### src/hdl/midi_router_pkg.sv
// Purpose: shared constants and types for the MIDI receive router
// Assumes: classic Wishbone register access, 32-bit data
// Notes:   selector codes: 0..127 controller, SEL_OFF, SEL_PWH, SEL_CHP
package midi_router_pkg;

   // channel modes
   typedef enum logic [1:0] {MODE_OMNI, MODE_POLY, MODE_MULTI} chan_mode_e;

   // controller source selector encoding (8 bits)
   typedef logic [7:0] srcsel_t;
   localparam srcsel_t SEL_OFF = 8'h80;
   localparam srcsel_t SEL_PWH = 8'h81;
   localparam srcsel_t SEL_CHP = 8'h82;
   localparam logic [6:0] PITCH_CC_MAX = 7'h1F;
   localparam logic [6:0] SW_CC_MIN = 7'h40;
   localparam logic [6:0] SW_CC_MAX = 7'h4F;
   localparam logic [6:0] CC_VOLUME = 7'h07;
   localparam logic [6:0] CC_PAN = 7'h0A;

   // register offsets (byte addresses)
   localparam logic [7:0] REG_CTRL   = 8'h00;
   localparam logic [7:0] REG_SRC0   = 8'h04;
   localparam logic [7:0] REG_SRC1   = 8'h08;
   localparam logic [7:0] REG_MAGIC  = 8'h0C;
   localparam logic [7:0] REG_STATUS = 8'h10;
   localparam logic [7:0] REG_LOAD   = 8'h14;
   localparam logic [7:0] REG_MAP0   = 8'h20; // 8 words, 2 presets each

   // CTRL fields
   localparam int CTRL_CHAN_LSB  = 0;  // basic channel, 4 bits
   localparam int CTRL_MODE_LSB  = 4;  // channel mode, 2 bits
   localparam int CTRL_PGM_BIT   = 6;  // receive program change
   localparam int CTRL_VPED_BIT  = 7;  // volume pedal override
   localparam int CTRL_VPAN_BIT  = 8;  // volume/pan routing
   localparam int CTRL_BOOTM_BIT = 9;  // boot multimode bit, read only in the first cycle after reset, when it is still 0
   localparam int CTRL_BSTAT_BIT = 10; // use bank state
   localparam int CTRL_DRIVE_LSB = 12; // last accessed drive, 3 bits

   // reset values
   localparam srcsel_t RST_PITCH = SEL_PWH;
   localparam srcsel_t RST_MOD   = 8'h01;
   localparam srcsel_t RST_PRESS = SEL_CHP;
   localparam srcsel_t RST_PEDAL = 8'h04;
   localparam srcsel_t RST_GENA  = 8'h05;
   localparam srcsel_t RST_GENB  = 8'h06;
   localparam srcsel_t RST_FSW1  = SEL_OFF;
   localparam srcsel_t RST_FSW2  = 8'h41;
   localparam srcsel_t RST_MAGIC = SEL_OFF;

   // decoded MIDI message from the upstream parser
   typedef struct packed {
      logic [2:0] kind; // 0 note,1 cc,2 program,3 pitch wheel,4 pressure
      logic [3:0] chan;
      logic [6:0] d1;
      logic [6:0] d2;
   } midi_msg_s;
   localparam logic [2:0] K_CC = 3'h1;
   localparam logic [2:0] K_PGM = 3'h2;
   localparam logic [2:0] K_PWH = 3'h3;
   localparam logic [2:0] K_CHP = 3'h4;

   // routed message to synthesis destinations
   typedef struct packed {
      logic [3:0] dest;   // control source id
      logic [3:0] preset; // channel slot
      logic [6:0] value;
      logic [6:0] preset_num;
   } route_s;
   localparam logic [3:0] D_PITCH = 4'h0;
   localparam logic [3:0] D_MOD   = 4'h1;
   localparam logic [3:0] D_PRESS = 4'h2;
   localparam logic [3:0] D_PEDAL = 4'h3;
   localparam logic [3:0] D_GENA  = 4'h4;
   localparam logic [3:0] D_GENB  = 4'h5;
   localparam logic [3:0] D_FSW1  = 4'h6;
   localparam logic [3:0] D_FSW2  = 4'h7;
   localparam logic [3:0] D_MVOL  = 4'h8;
   localparam logic [3:0] D_CVOL  = 4'h9;
   localparam logic [3:0] D_CPAN  = 4'hA;
   localparam logic [3:0] D_PGM   = 4'hB;
   localparam logic [3:0] D_NOTE  = 4'hC;
   localparam logic [3:0] D_RAWCC = 4'hD;

endpackage : midi_router_pkg

### src/hdl/midi_receive_router.sv
// Purpose: filter and route received MIDI messages, detect bank-load
// Assumes: upstream parser delivers one decoded message per msgValid
// Notes:   Wishbone classic slave, ack one cycle after stb, one-cycle gap
//
// Our own choices: register access over Wishbone and the placing of the registers.
`timescale 1ns/100ps
`default_nettype none
module midi_receive_router
   import midi_router_pkg::*;
(
   // clock and reset
   input  wire  logic                      mclk,
   input  wire  logic                      rst_n,
   // wishbone slave
   input  wire  logic                      wb_cyc_i,
   input  wire  logic                      wb_stb_i,
   input  wire  logic                      wb_we_i,
   input  wire  logic [7:0]                wb_adr_i,
   input  wire  logic [3:0]                wb_sel_i,
   input  wire  logic [31:0]               wb_dat_i,
   output var   logic [31:0]               wb_dat_o,
   output var   logic                      wb_ack_o,
   // decoded midi input
   input  wire  logic                      msgValid,
   input  wire  midi_router_pkg::midi_msg_s msgIn,
   // bank state from loader: multimode bit restored on load done
   input  wire  logic                      bankLoaded,
   input  wire  logic                      bankMultiState,
   // routed output
   output var   logic                      routeValid,
   output var   midi_router_pkg::route_s   routeOut,
   output var   logic                      multiModeOn,
   output var   logic [3:0]                basicChannel,
   // bank load request
   output var   logic                      loadReq,
   output var   logic [6:0]                loadBank,
   output var   logic [2:0]                loadDrive
);
   import midi_router_pkg::*;

   logic [31:0] ctrl_q;
   srcsel_t     pitch_q, mod_q, press_q, pedal_q;
   srcsel_t     genA_q, genB_q, fsw1_q, fsw2_q, magic_q;
   logic [6:0]  presetMap_q [16];
   logic [6:0]  curPreset_q;
   logic        armed_q;
   logic        multi_q;
   logic        bootDone_q;
   logic        ack_q;
   logic [31:0] rdat_q;
   logic        wbReq;
   logic        wr;

   assign wbReq = wb_cyc_i & wb_stb_i & ~ack_q;
   assign wr    = wbReq & wb_we_i & wb_sel_i[0];
   assign wb_ack_o = ack_q;
   assign wb_dat_o = rdat_q;

   chan_mode_e modeSel;
   assign modeSel = (ctrl_q[CTRL_MODE_LSB+:2] == 2'h1) ? MODE_POLY : MODE_OMNI;
   assign basicChannel = ctrl_q[CTRL_CHAN_LSB+:4];
   assign multiModeOn  = multi_q;

   // bus ack and read data
   always_ff @(posedge mclk or negedge rst_n) begin
      if (!rst_n) begin
         ack_q  <= 1'b0;
         rdat_q <= 32'h0;
      end else begin
         ack_q  <= wbReq;
         rdat_q <= 32'h0;
         if (wbReq && !wb_we_i) begin
            if (wb_adr_i == REG_CTRL) begin
               rdat_q <= ctrl_q;
            end else if (wb_adr_i == REG_SRC0) begin
               rdat_q <= {pedal_q, press_q, mod_q, pitch_q};
            end else if (wb_adr_i == REG_SRC1) begin
               rdat_q <= {fsw2_q, fsw1_q, genB_q, genA_q};
            end else if (wb_adr_i == REG_MAGIC) begin
               rdat_q <= {24'h0, magic_q};
            end else if (wb_adr_i == REG_STATUS) begin
               rdat_q <= {22'h0, armed_q, multi_q, 1'b0, curPreset_q};
            end else if (wb_adr_i == REG_LOAD) begin
               rdat_q <= {22'h0, loadDrive, loadBank};
            end else if (wb_adr_i[7:5] == 3'h1 && wb_adr_i[1:0] == 2'h0) begin
               rdat_q <= {9'h0, presetMap_q[{wb_adr_i[4:2], 1'b1}],
                          9'h0, presetMap_q[{wb_adr_i[4:2], 1'b0}]};
            end
         end
      end
   end

   // control register; bit 11 and bits 15 upward kept zero
   always_ff @(posedge mclk or negedge rst_n) begin
      if (!rst_n) begin
         ctrl_q <= 32'h0; // poly bit clear, override off
      end else if (wr && wb_adr_i == REG_CTRL) begin
         ctrl_q <= {16'h0, 1'b0, wb_dat_i[14:12], 1'b0, wb_dat_i[10:0]};
      end
   end

   // source selectors; illegal codes for pitch/mod/footswitch coerce to off
   function automatic srcsel_t legalPitch(input logic [7:0] v);
      if (v == SEL_PWH || v == SEL_CHP || v == SEL_OFF) begin
         legalPitch = v;
      end else if (!v[7] && v[6:0] <= PITCH_CC_MAX) begin
         legalPitch = v;
      end else begin
         legalPitch = SEL_OFF;
      end
   endfunction : legalPitch

   function automatic srcsel_t legalSw(input logic [7:0] v);
      if (!v[7] && v[6:0] >= SW_CC_MIN && v[6:0] <= SW_CC_MAX) begin
         legalSw = v;
      end else begin
         legalSw = SEL_OFF;
      end
   endfunction : legalSw

   function automatic srcsel_t legalCc(input logic [7:0] v);
      legalCc = v[7] ? SEL_OFF : v;
   endfunction : legalCc

   always_ff @(posedge mclk or negedge rst_n) begin
      if (!rst_n) begin
         pitch_q <= RST_PITCH;
         mod_q   <= RST_MOD;
         press_q <= RST_PRESS;
         pedal_q <= RST_PEDAL;
         genA_q  <= RST_GENA;
         genB_q  <= RST_GENB;
         fsw1_q  <= RST_FSW1;
         fsw2_q  <= RST_FSW2;
         magic_q <= RST_MAGIC;
      end else if (wr) begin
         if (wb_adr_i == REG_SRC0) begin
            pitch_q <= legalPitch(wb_dat_i[7:0]);
            mod_q   <= legalPitch(wb_dat_i[15:8]);
            press_q <= (wb_dat_i[23:16] == SEL_CHP) ? SEL_CHP
                       : legalCc(wb_dat_i[23:16]);
            pedal_q <= legalCc(wb_dat_i[31:24]);
         end else if (wb_adr_i == REG_SRC1) begin
            genA_q <= legalCc(wb_dat_i[7:0]);
            genB_q <= legalCc(wb_dat_i[15:8]);
            fsw1_q <= legalSw(wb_dat_i[23:16]);
            fsw2_q <= legalSw(wb_dat_i[31:24]);
         end else if (wb_adr_i == REG_MAGIC) begin
            magic_q <= legalCc(wb_dat_i[7:0]);
         end
      end
   end

   // per-channel preset assignment for multimode
   always_ff @(posedge mclk or negedge rst_n) begin
      if (!rst_n) begin
         for (int i = 0; i < 16; i++) begin
            presetMap_q[i] <= 7'h0;
         end
      end else if (wr && wb_adr_i[7:5] == 3'h1 && wb_adr_i[1:0] == 2'h0) begin
         presetMap_q[{wb_adr_i[4:2], 1'b0}] <= wb_dat_i[6:0];
         presetMap_q[{wb_adr_i[4:2], 1'b1}] <= wb_dat_i[22:16];
      end
   end

   // multimode state: boot setting, bank restore, software toggle
   always_ff @(posedge mclk or negedge rst_n) begin
      if (!rst_n) begin
         multi_q    <= 1'b0;
         bootDone_q <= 1'b0;
      end else begin
         bootDone_q <= 1'b1;
         if (!bootDone_q) begin
            multi_q <= ctrl_q[CTRL_BOOTM_BIT];
         end else if (bankLoaded && ctrl_q[CTRL_BSTAT_BIT]) begin
            multi_q <= bankMultiState;
         end else if (wr && wb_adr_i == REG_STATUS) begin
            multi_q <= wb_dat_i[8];
         end
      end
   end

   // channel filter
   logic accept;
   always_comb begin
      if (multi_q) begin
         accept = 1'b1;
      end else if (modeSel == MODE_POLY) begin
         accept = (msgIn.chan == basicChannel);
      end else begin
         accept = 1'b1;
      end
   end

   // map a message onto a selector match
   function automatic logic hit(input srcsel_t s, input midi_msg_s m);
      if (s == SEL_PWH) begin
         hit = (m.kind == K_PWH);
      end else if (s == SEL_CHP) begin
         hit = (m.kind == K_CHP);
      end else if (s[7]) begin
         hit = 1'b0;
      end else begin
         hit = (m.kind == K_CC) && (m.d1 == s[6:0]);
      end
   endfunction : hit

   logic       isPgm;
   logic       bankSeq;
   logic       fire;
   logic [3:0] dest;
   logic [6:0] val;
   logic [6:0] presetNum;
   assign isPgm = msgValid && msgIn.kind == K_PGM;

   always_comb begin
      fire = msgValid && accept;
      val  = (msgIn.kind == K_CC || msgIn.kind == K_PGM) ? msgIn.d2 : msgIn.d1;
      if (msgIn.kind == K_CC) begin
         val = msgIn.d2;
      end else if (msgIn.kind == K_PWH || msgIn.kind == K_CHP) begin
         val = msgIn.d1;
      end
      presetNum = multi_q ? presetMap_q[msgIn.chan] : curPreset_q;
      dest = D_NOTE;
      if (msgIn.kind == K_PGM) begin
         dest = D_PGM;
         val  = msgIn.d1;
         fire = fire && ctrl_q[CTRL_PGM_BIT] && !bankSeq;
      end else if (multi_q && ctrl_q[CTRL_VPAN_BIT] && msgIn.kind == K_CC
                   && msgIn.d1 == CC_VOLUME) begin
         dest = D_CVOL;
      end else if (multi_q && ctrl_q[CTRL_VPAN_BIT] && msgIn.kind == K_CC
                   && msgIn.d1 == CC_PAN) begin
         dest = D_CPAN;                         // relative pan
      end else if (hit(pedal_q, msgIn)) begin
         dest = ctrl_q[CTRL_VPED_BIT] ? D_MVOL : D_PEDAL;
      end else if (hit(pitch_q, msgIn)) begin
         dest = D_PITCH;
      end else if (hit(mod_q, msgIn)) begin
         dest = D_MOD;
      end else if (hit(press_q, msgIn)) begin
         dest = D_PRESS;
      end else if (hit(genA_q, msgIn)) begin
         dest = D_GENA;
      end else if (hit(genB_q, msgIn)) begin
         dest = D_GENB;
      end else if (hit(fsw1_q, msgIn)) begin
         dest = D_FSW1;
      end else if (hit(fsw2_q, msgIn)) begin
         dest = D_FSW2;
      end else if (msgIn.kind == K_CC) begin
         dest = D_RAWCC;                        // preset assignments
      end
   end

   // bank-load sequence: independent of filters and program switch
   assign bankSeq = isPgm && (armed_q ||
                    (!magic_q[7] && msgIn.d1 == magic_q[6:0]));

   always_ff @(posedge mclk or negedge rst_n) begin
      if (!rst_n) begin
         armed_q   <= 1'b0;
         loadReq   <= 1'b0;
         loadBank  <= 7'h0;
         loadDrive <= 3'h0;
      end else begin
         loadReq <= 1'b0;
         if (isPgm) begin
            if (armed_q) begin
               armed_q   <= 1'b0;
               loadReq   <= 1'b1;
               loadBank  <= msgIn.d1;
               loadDrive <= ctrl_q[CTRL_DRIVE_LSB+:3];
            end else if (!magic_q[7] && msgIn.d1 == magic_q[6:0]) begin
               armed_q <= 1'b1;
            end
         end
      end
   end

   // current preset follows accepted program changes outside multimode
   always_ff @(posedge mclk or negedge rst_n) begin
      if (!rst_n) begin
         curPreset_q <= 7'h0;
      end else if (fire && msgIn.kind == K_PGM && !multi_q) begin
         curPreset_q <= msgIn.d1;
      end
   end

   // routed output register
   always_ff @(posedge mclk or negedge rst_n) begin
      if (!rst_n) begin
         routeValid <= 1'b0;
         routeOut   <= '0;
      end else begin
         routeValid <= fire;
         if (fire) begin
            routeOut.dest       <= dest;
            routeOut.preset     <= msgIn.chan;
            routeOut.value      <= val;
            routeOut.preset_num <= presetNum;
         end
      end
   end

endmodule : midi_receive_router
`default_nettype wire

### config.mk
export PLATFORM = sky130hd
export DESIGN_NAME = midi_receive_router
export DESIGN_NICKNAME = d
export VERILOG_FILES = /design/src/hdl/midi_router_pkg.sv /design/src/hdl/midi_receive_router.sv
export SDC_FILE = /design/constraint.sdc
export NUM_CORES = 1
export LEC_CHECK = 0
export ABC_AREA = 1
export BUFFER_PORTS_ARGS = -buffer_cell sky130_fd_sc_hd__buf_2
export CORE_MARGIN = 8
export CORE_UTILIZATION = 35
export CTS_CLUSTER_DIAMETER = 40
export CTS_CLUSTER_SIZE = 24
export DETAILED_ROUTE_END_ITERATION = 8
export SETUP_SLACK_MARGIN = 0.3
export SYNTH_ARGS = -nofsm -noshare
export SYNTH_HDL_FRONTEND = slang
export SYNTH_SLANG_ARGS = --single-unit
### constraint.sdc
create_clock -name mclk -period 5.4 [get_ports mclk]
set_clock_uncertainty 0.15 [all_clocks]
set_input_delay 0.27 -clock mclk [delete_from_list [all_inputs] [get_ports mclk]]
set_output_delay 0.27 -clock mclk [all_outputs]
set_load 0.01 [all_outputs]
# --- Word-level counts from Yosys, hierarchy flattened ---
# Index checks and enable logic that the tools add are counted.
# Widths: inputs -> output; s select.
word_totals:
  latchBits: 0
  rom_bits: 0
  input_bits: 73
  word_cells: 304
  output_inout_bits: 72
  ff_bits: 275
  mem_count: 0
  mem_bits_rw: 0
op_classes:
  n_reduce_logical: 56
  n_shift: 0
  muxes: 139
  n_mul: 0
  n_lt_le_gt_ge: 11
  div: 0
  addsub: 0
  eq_ne: 48
  bitwise_logic: 10
ops:
  columns: ["cell", "count"]
  rows:
  - ["$bwmux 112", 2]
  - ["$eq 8x8->1 const B", 23]
  - ["$mux 32", 4]
  - ["$mux 23", 4]
  - ["$mux 7", 13]
  - ["$mux 1", 88]
  - ["$mux 8", 11]
  - ["$bmux 7 s4", 3]
  - ["$eq 7x7->1", 9]
  - ["$demux 7 s4", 2]
  - ["$mux 4", 12]
  - ["$logic_and 1x1->1", 35]
  - ["$eq 8x4->1 const B", 2]
  - ["$eq 8x5->1 const B", 2]
  - ["$ge 5x5->1 const B", 3]
  - ["$not 4->5", 3]
  - ["$ge 7x7->1 const B", 2]
  - ["$le 7x5->1 const B", 2]
  - ["$le 7x7->1 const B", 2]
  - ["$lt 5x1->1 const B", 2]
  - ["$eq 8x3->1 const B", 1]
  - ["$logic_not 1->1", 8]
  - ["$logic_not 8->1", 1]
  - ["$eq 7x3->1 const B", 1]
  - ["other kinds (15)", 29]

# --- Logic depth before layout (Yosys ltp) ---
# Gate-level depths: netlist (run 1).
logic_depth:
  word_depth: 68
  mapped_depth: 19
  ltp_nobuf: 18

# --- Least setup slack after synthesis (run 1) ---
# Ideal clock, no wire load.
synth_path:
  path_kind: "reg-to-reg"
  from: "register genA_q[0]"
  to: "register routeOut[19] (netlist bit)"
  slack_ns: 3.595
  synth_period_minus_slack_ns: 1.805
  setup_time_ns: 0.116
  n_path_buf: 0
  path_stages_with_launch: 15
  required_ns: 5.134
  arrival_time_ns: 1.538
  path_cell_list: "dfstp_2 > nand4_1 > or2_2 > nand2_1 > inv_1 > a21oi_1 > inv_1 > nand2_1 > inv_1 > nand2_1 > nand2_1 > nand3_1 > nand2_1 > nand2_1 > nand2_1"
synth_between:
  elab_chain_cells: 20
  word_cells_on_any_way: 22
  cone_classes: "3 x eq/ne; 18 x mux; 1 x reduce/logical"
synth_lines:
  columns: ["element", "line", "source"]
  rows:
  - ["start: declaration", "midi_receive_router.sv:43", "srcsel_t genA_q, genB_q, fsw1_q, fsw2_q, magic_q;"]
  - ["start signal: assignment", "midi_receive_router.sv:144", "genA_q <= legalCc(wb_dat_i[7:0]);"]
  - ["$eq 7x7->1", "midi_receive_router.sv:204", "hit = (m.kind == K_CC) && (m.d1 == s[6:0]);"]
  - ["$logic_and 1x1->1", "midi_receive_router.sv:204", null]
  - ["$mux 1", "midi_receive_router.sv:201", "end else if (s[7]) begin"]
  - ["$mux 1", "midi_receive_router.sv:199", "end else if (s == SEL_CHP) begin"]
  - ["$mux 1 *", "midi_receive_router.sv:197", "if (s == SEL_PWH) begin"]
  - ["$mux 1 *", "midi_receive_router.sv:242", "end else if (hit(press_q, msgIn)) begin"]
  - ["$mux 1 *", "midi_receive_router.sv:240", "end else if (hit(mod_q, msgIn)) begin"]
  - ["$mux 1 *", "midi_receive_router.sv:238", "end else if (hit(pitch_q, msgIn)) begin"]
  - ["[... 4 more ...]", null, null]
  - ["$mux 4 *", "midi_receive_router.sv:244", "end else if (hit(genA_q, msgIn)) begin"]
  - ["$mux 4 *", "midi_receive_router.sv:242", null]
  - ["$mux 4 *", "midi_receive_router.sv:240", null]
  - ["$mux 4 *", "midi_receive_router.sv:238", null]
  - ["$mux 4 *", "midi_receive_router.sv:236", "end else if (hit(pedal_q, msgIn)) begin"]
  - ["$mux 4 *", "midi_receive_router.sv:233", "end else if (multi_q && ctrl_q[CTRL_VPAN_BIT] && msgIn.kind == K_CC"]
  - ["$mux 4 *", "midi_receive_router.sv:230", "end else if (multi_q && ctrl_q[CTRL_VPAN_BIT] && msgIn.kind == K_CC"]
  - ["$mux 4 *", "midi_receive_router.sv:226", "if (msgIn.kind == K_PGM) begin"]
  - ["end: declaration", "midi_receive_router.sv:31", "output var midi_router_pkg::route_s routeOut,"]
# Mark *: on every way between the ends. The rest lies on a longest branch, timed or not. The select of a mux whose other input is x is not followed.
# A chain may end at the register's enable or synchronous reset.

# --- Worst setup path after layout (run 1) ---
layout_path:
  from: "input port wb_adr_i[4]"
  to: "register pedal_q[2]"
layout_between:
  elab_chain_cells: 2
layout_lines:
  columns: ["element", "line", "source"]
  rows:
  - ["start: declaration", "midi_receive_router.sv:18", "input wire logic [7:0] wb_adr_i,"]
  - ["$eq 8x3->1", "midi_receive_router.sv:137", "if (wb_adr_i == REG_SRC0) begin"]
  - ["$reduce_and 2->1 (no line)", null, null]
  - ["end signal: assignment", "midi_receive_router.sv:142", "pedal_q <= legalCc(wb_dat_i[31:24]);"]
  - ["end: declaration", "midi_receive_router.sv:42", "srcsel_t pitch_q, mod_q, press_q, pedal_q;"]
# Every way passes these cells.

==> summary.md, run 1 <==
| Metric | Value |
|---|---|
| HP Start | `wb_dat_i[2]` |
| Port Buf Inserts | `141` |
| Root Buffer | `clkbuf_16` |
| Wirelength per Cell | `21.5 um` |
| Syn_nets | `1878` |
| Finished layout cell area | `0.0171 sq mm` |
| Final ANT Viol Nets | `0` |
| IO Pins | `145` |
| Synth Instances | `1805` |
| Slew Limit Fails | `0` |
| Leak pwr | `0.00774 uW` |
| WL final | `53.8 mm` |
| Yosys warnings | `0` |
| Post-Syn Area | `0.0144 sq mm` |
| Worst EP required | `5730 ps` |
| Design Power | `5190 uW` |
| Final Cycle Share | `62.7%` |
| Count of TritonRoute iterations in the first routing pass | `5` |
| Register area share after synthesis | `47.9%` |
| Startpoint Class | `input port` |
| Worst-Skew Late Latency | `540 ps` |
| Total gr overflow | `0` |
| Synth-to-Final Area Change | `18.9%` |
| Post-synth EDFFs | `0` |
| R2r setup slk | `2650 ps` |
| Max Fclk | `296 MHz` |
| Worst-Margin Slew | `1090 ps` |
| Detail Placement HPWL | `36.2 mm` |
| Clock Sinks | `275` |
| Critical path capture point type | `flop` |
| Hold Vio Cnt, Final | `0` |
| Maxcap violations | `0` |
| CTS resizes | `0` |
| Rel. slew slack | `27.1%` |
| Highest metal used | `met5` |
| Setup violators final | `0` |
| Status | `finished, final reports clean` |
| R2R Path End | `pedal_q[2]$_DFFE_PN1P_` |
| Worst path arrival time | `3720 ps` |
| Site Rows | `74` |
| Vias/cell | `5.56` |
| Synth async-reset ratio | `100%` |
| Worst Setup Path Type | `in -> reg` |
| Hold WS | `27.8 ps` |
| Post-Place Setup Slack | `1730 ps` |
| Avg Synthesized Cell Area | `7.99 sq um` |
| H-Tree Level Count | `2` |
| Sw Share | `26.3%` |
| Synth top area cells | `dfrtp_1 (45%), nand2_1 (11%), o21ai_0 (8.8%)` |
| Distinct cells, synth | `48` |
| First-pass GRT wire length | `81.3 mm` |
| Die W | `219 um` |
| Top cell type by total area after synthesis | `dfrtp_1` |
| Vias in the first global route | `13618` |
| Combinational group share of total power | `8.2%` |
| Met3 Wirelength | `4.96 mm` |
| Clock group share of total power | `50.9%` |
| Num CTS Buffers | `41` |
| Layout cells sized above 1 | `15.0%` |
| Metal-1 WL | `21.9 mm` |
| P per Cell Area | `303 mW/mm^2` |
| Reg-to-reg startpoint | `wb_ack_o$_DFF_PN0_` |
| Hold Crit Class | `in -> reg` |
| Sw Pwr | `1360 uW` |
| Die area | `0.0479 sq mm` |
| Worst-path clk slew | `60 ps` |
| Drt drc | `0` |
| Main synth FF type | `dfrtp_1` |
| Initial drt markers | `1518` |
| RSZ-0062 raised after global routing | `no` |
| R2r worst-path depth | `9` |
| Min Clock Period, post-route | `3380 ps` |
| Register share of total power | `40.9%` |
| Placed Area | `0.0153 sq mm` |
| WHS Endpoint | `pitch_q[0]$_DFFE_PN1P_` |
| Worst hold path stage count | `6` |
| Synth top area share | `45.3%` |
| Fin Setup TNS | `0 ps` |
| Die H | `219 um` |
| Register bit total from synthesis | `275` |
| Worst VDD drop | `0.190 mV` |
| Pint | `3820 uW` |
| Met2 WL | `24.7 mm` |
| Layout net count | `2010` |
| Initial Util | `35.4%` |
| RePlAce Congestion | `0.909` |
| Placeable Area | `0.0407 sq mm` |
| Vias | `13903` |
| GRT Util Overall | `22.0%` |
| CTS tree | `yes` |
| Critical path peak fanout | `42` |
| Clock tree buffer depth | `3` |
| PnR worst setup slack | `2020 ps` |
| Initial antenna violation count | `5` |
| Largest net degree at the start of global routing | `128` |
## layer usage
metal	up-vias	global-route usage, %
li1	6372	-
met1	6720	28.2
met2	660	35.3
met3	145	4.86
met4	6	9.68
met5	-	0
## sequential cells by signal (all words and copies together) (netlist names)
| signal | count |
|---|---|
| press_q | 8 |
| pitch_q | 8 |
| ctrl_q | 14 |
| routeOut | 22 |
| genA_q | 8 |
| presetMap_q | 112 |
| wb_ack_o | 1 |
| fsw2_q | 8 |
| loadBank | 7 |
| loadReq | 1 |
| pedal_q | 8 |
| mod_q | 8 |
| routeValid | 1 |
| loadDrive | 3 |
| armed_q | 1 |
| multiModeOn | 1 |
| magic_q | 8 |
| wb_dat_o | 32 |
| curPreset_q | 7 |
| fsw1_q | 8 |
| bootDone_q | 1 |
| genB_q | 8 |
## cells in the final DEF, fill, tap and decap left out, drive strengths merged, types with 31 or more instances in the layout
cell	n
dlygate4sd3	45
nand2	416
buf	152
o22ai	32
o21ai	299
nor2	158
nand3	69
a22oi	39
dfrtp	261
a21oi	67
clkbuf	50
inv	173
nand4	31
o221ai	31
## area by class of cell
| cell class | instances | area [sq um] |
|---|---|---|
| multi-input cells | 1254 | 6310 |
| clock inverters | 22 | 226 |
| well taps | 532 | 666 |
| repair buffers | 197 | 1260 |
| fillers | 4044 | 23600 |
| flip-flops and latches | 275 | 6900 |
| inverters | 168 | 638 |
| diodes | 2 | 5.00 |
| clock buffers | 50 | 1130 |
## synth_stat cells, drive strengths merged (16+ instances only)
master / n
nor3: 18
o221ai: 31
inv: 166
clkbuf: 42
nor2: 158
nand3: 69
buf: 66
xnor2: 16
a22oi: 39
o21ai: 299
nand2: 416
dfrtp: 261
o22ai: 32
a21oi: 67
a31oi: 23
nand4: 31
## logic make-up after synthesis
kind of cell / count (synthesis) / synth area share, %
simple gates: 712 / 21.6
compound gates: 513 / 20.4
buf+inv: 276 / 8.37
flops: 275 / 47.9
xor+xnor: 27 / 1.64
mux: 1 / 0.0781
other cells: 1 / 0.0260
## critical path, stage by stage
cell and delay, ps:
buf_2 290, inv_4 330, nand3_2 190, nor2_4 160
inv_2 100, nor2_4 80, buf_4 430, inv_2 140
nor2_4 90, buf_4 350, inv_2 280, nor2_4 210
inv_2 80, o21ai_1 110, dlygate4sd3_1 550
## worst max-delay path by stage
stage,start,endpoint,slack [ps],cells after the start
floorplan,genA_q[0]$_DFFE_PN1P_,routeOut[19]$_DFFE_PN0P_,3600,14
global placement,wb_adr_i[4],fsw2_q[7]$_DFFE_PN0P_,1810,11
detailed placement,wb_adr_i[4],fsw2_q[7]$_DFFE_PN0P_,1730,11
CTS,wb_adr_i[4],pedal_q[2]$_DFFE_PN1P_,2120,15
global route,wb_adr_i[4],pedal_q[4]$_DFFE_PN0P_,1850,15
finish,wb_adr_i[4],pedal_q[2]$_DFFE_PN1P_,2020,15
## per-stage QoR
stage | cells | util (%)
floorplan | 1805 | -
global placement | 2381 | 37.6
detailed placement | 2381 | 37.6
CTS | 2498 | 42.1
global route | 2500 | 42.1
finish | 2500 | 42.1
## power groups by stage
stage	Clock (uW)	Combinational, uW	Sequential, uW
finish	2640	427	2120
detailed placement	0	401	2150
global route	2770	464	2120
floorplan	0	204	2160
CTS	2670	424	2120
global placement	0	396	2150
## timing repair
action | in CTS | in global routing
endpoints found under the hold margin | 155 | 0
hold buffers | 45 | 0
setup buffers | 0 | 0
(Power assumes the default switching activity.)
==> run 2: changes to the inputs <==
--- a/config.mk
+++ b/config.mk
@@ -5,7 +5,7 @@
 export SDC_FILE = /design/constraint.sdc
 export NUM_CORES = 1
 export LEC_CHECK = 0
-export ABC_AREA = 1
+export ABC_AREA = 0
 export BUFFER_PORTS_ARGS = -buffer_cell sky130_fd_sc_hd__buf_2
 export CORE_MARGIN = 8
 export CORE_UTILIZATION = 35
==> constraint.sdc (replaced) <==
create_clock -name mclk -period 2.97 [get_ports mclk]
set_clock_uncertainty 0.15 [all_clocks]
set_input_delay 0.1485 -clock mclk [delete_from_list [all_inputs] [get_ports mclk]]
set_output_delay 0.1485 -clock mclk [all_outputs]
set_load 0.01 [all_outputs]
==> summary.md, run 2 <==
| Metric | Value |
|---|---|
| Status | `finished, final reports clean` |
| Drt drc | `0 (unchanged)` |
| Detail Placement HPWL | `31.8 mm (-12%)` |
| Root Buffer | `clkbuf_16` |
| R2r setup slk | `440 ps (-2210 ps)` |
| Total gr overflow | `0 (unchanged)` |
| Register share of total power | `41.0% (about the same)` |
| Initial Util | `35.2% (-0.17 points)` |
| Num CTS Buffers | `39 (-4.9%)` |
| Commonest cells in the netlist | `dfrtp_1 (261), mux2_2 (163), nand2_1 (109)` |
| Max Fclk | `396 MHz` |
| Clock group share of total power | `51.3% (+0.4 points)` |
| GRT Util Overall | `19.3% (-2.7 points)` |
| RePlAce Congestion | `0.907 (-0.24%)` |
| Wirelength per Cell | `23.7 um (+10%)` |
| Fin Setup TNS | `0 ps (unchanged)` |
| Hold Vio Cnt, Final | `0 (unchanged)` |
| Maxcap violations | `0 (unchanged)` |
| PnR worst setup slack | `445 ps (-1570 ps)` |
| Hold Crit Class | `in -> async` |
| WL final | `45.9 mm (-15%)` |
| R2R Path End | `routeOut[15]$_DFFE_PN0P_` |
| Vias/cell | `5.55 (-0.14%)` |
| Rel. slew slack | `51.1% (+24 points)` |
| Max reg flops | `112 (unchanged)` |
| Commonest non-fill, non-tap cell in the layout | `dfrtp_1` |
| Die W | `218 um (-0.32%)` |
| R2r worst-path depth | `7 (-2)` |
| Min Clock Period, post-route | `2530 ps` |
| Vias in the first global route | `11433 (-16%)` |
| Avg Synthesized Cell Area | `12.3 sq um (+54%)` |
| Combinational group share of total power | `7.6% (-0.6 points)` |
| Count of TritonRoute iterations in the first routing pass | `8 (+3)` |
| RSZ-0062 raised after global routing | `no` |
| Sw Pwr | `2330 uW (+71%)` |
| Worst EP required | `3250 ps (-2480 ps)` |
| Most frequent cells in the layout | `dfrtp_1 (261), mux2_2 (163), buf_2 (139), nand2_1 (108)` |
| Site Rows | `74 (unchanged)` |
| Critical path capture point type | `flop` |
| Vias | `10751 (-23%)` |
| Reg-to-reg startpoint | `magic_q[0]$_DFFE_PN0P_` |
| Top-count cell post-synth | `dfrtp_1` |
| H-Tree Level Count | `2 (unchanged)` |
| Syn_nets | `1236 (-34%)` |
| Clock Sinks | `275 (unchanged)` |
| Sw Share | `25.0% (-1.2 points)` |
| Worst-path clk slew | `60 ps (about the same)` |
| Die area | `0.0476 sq mm (-0.64%)` |
| Post-Place Setup Slack | `325 ps (-1400 ps)` |
| Initial drt markers | `1039 (-32%)` |
| Worst path arrival time | `2800 ps (-920 ps)` |
| Main synth FF type | `dfrtp_1` |
| Synth-to-Final Area Change | `24.1%` |
| Worst-Margin Slew | `732 ps (-360 ps)` |
| Leak pwr | `0.00822 uW (+6.1%)` |
| Setup violators final | `0 (unchanged)` |
| Largest net degree at the start of global routing | `84 (-34%)` |
| Filler cells | `3710 (-8.3%)` |
| Layout net count | `1445 (-28%)` |
| Register bit total from synthesis | `275 (unchanged)` |
| Placeable Area | `0.0406 sq mm (-0.23%)` |
| Register area share after synthesis | `48.2% (+0.33 points)` |
| IO Pins | `145 (unchanged)` |
| Biggest register | `presetMap_q` |
| Top cell type by total area after synthesis | `dfrtp_1` |
| Critical path peak fanout | `34 (-19%)` |
| First-pass GRT wire length | `71.2 mm (-12%)` |
| Final ANT Viol Nets | `0 (unchanged)` |
| Synth Instances | `1163 (-36%)` |
| CTS tree | `yes` |
| Synth top area cells | `dfrtp_1 (46%), mux2_2 (13%), mux4_2 (9.9%)` |
| Worst Setup Path Type | `reg -> reg` |
| Slew Limit Fails | `0 (unchanged)` |
| Worst VDD drop | `0.291 mV (+53%)` |
| Distinct cells, synth | `74 (+54%)` |
| Final Cycle Share | `85.0%` |
| P per Cell Area | `525 mW/mm^2 (+74%)` |
| Clock tree buffer depth | `3 (unchanged)` |
| Post-synth EDFFs | `0 (unchanged)` |
| Initial antenna violation count | `2 (-3)` |
| Worst-Skew Late Latency | `550 ps (about the same)` |
| Startpoint Class | `flop` |
| Synth top area share | `45.6% (+0.32 points)` |
| Post-Syn Area | `0.0143 sq mm (-0.69%)` |
| Pint | `6990 uW (+83%)` |
| Layout cells sized above 1 | `37.9% (+23 points)` |
| Die H | `218 um (-0.32%)` |
| Yosys warnings | `0 (unchanged)` |
| Synth async-reset ratio | `100% (unchanged)` |
| Port Buf Inserts | `141 (unchanged)` |
[run 2: timing repair]
action	4_1_cts	5_1_grt
endpoints found under the setup margin	0	1
hold buffers	63	0
endpoints found under the hold margin	325	0
gates resized for setup	0	1
setup buffers	0	0
[run 2: cell type report]
class	instances	area, sq um	share of cell area (%)
Tap cell	532	666	3.75
Antenna cell	1	2.50	0.0141
Timing Repair Buffer	260	1860	10.5
Clock buffer	49	1080	6.11
Sequential cell	275	6900	38.8
Inverter	9	33.8	0.190
Clock inverter	23	264	1.49
Multi-Input combinational cell	787	6960	39.2
[run 2: how the worst max path moves through the flow]
stage | from | end | depth (start not counted)
final | magic_q[0]$_DFFE_PN0P_ | routeOut[15]$_DFFE_PN0P_ | 7
after floorplan | press_q[7]$_DFFE_PN1P_ | routeOut[18]$_DFFE_PN0P_ | 6
after CTS | wb_adr_i[5] | multiModeOn$_DFFE_PN0P_ | 7
after detailed placement | wb_adr_i[1] | ctrl_q[14]$_DFFE_PN0P_ | 7
after global routing | magic_q[0]$_DFFE_PN0P_ | routeOut[18]$_DFFE_PN0P_ | 8
after global placement | wb_adr_i[1] | ctrl_q[0]$_DFFE_PN0P_ | 7
[run 2: worst max-delay path, stage by stage (launching register included)]
cell and delay [ps]:
dfrtp_1 400, xor2_1 160, nor4_1 420, a31oi_1 190, a21oi_1 300, nand2b_1 200, buf_12 210, mux2_2 360
[run 2: cell families after synthesis]
group                     synth area share, %
other                                  0.0262
AOI/OAI and AO/OA                        8.33
DFF                                      48.2
muxes                                    25.3
xor gates and xnor gates                 4.04
and+or+nand+nor                          10.9
buffers and inverters                    3.26
[run 2: metal layers]
metal	vias to the layer above	global-route usage, %	share of wire [%]	wire length [um]
met4	2	8.89	4.4	2010
met2	366	33.1	50	23000
met3	108	3.59	5.9	2710
met5	-	0	0.026	12
li1	4710	-	-	-
met1	5565	23.3	40	18200
[run 2: power by group through the flow]
stage | Combinational (uW) | Clock [uW] | Sequential, uW
2_1_floorplan | 307 | 0 | 3890
3_3_place_gp | 645 | 0 | 3890
3_5_place_dp | 651 | 0 | 3890
4_1_cts | 717 | 4850 | 3820
5_1_grt | 772 | 5000 | 3830
6_report | 713 | 4790 | 3830
[run 2: stage by stage]
step           cell area [sq um]  utilization, %  power, uW  hold WS, ps  instances
6_report                   17800            43.7       9330         10.7       1936
5_1_grt                    17800            43.7       9600         49.6       1936
4_1_cts                    17800            43.7       9390         22.9       1935
3_5_place_dp               15800            38.8       4540         42.4       1800
3_3_place_gp               15800            38.8       4530         44.7       1800
2_1_floorplan              14300               -       4200         -297       1163
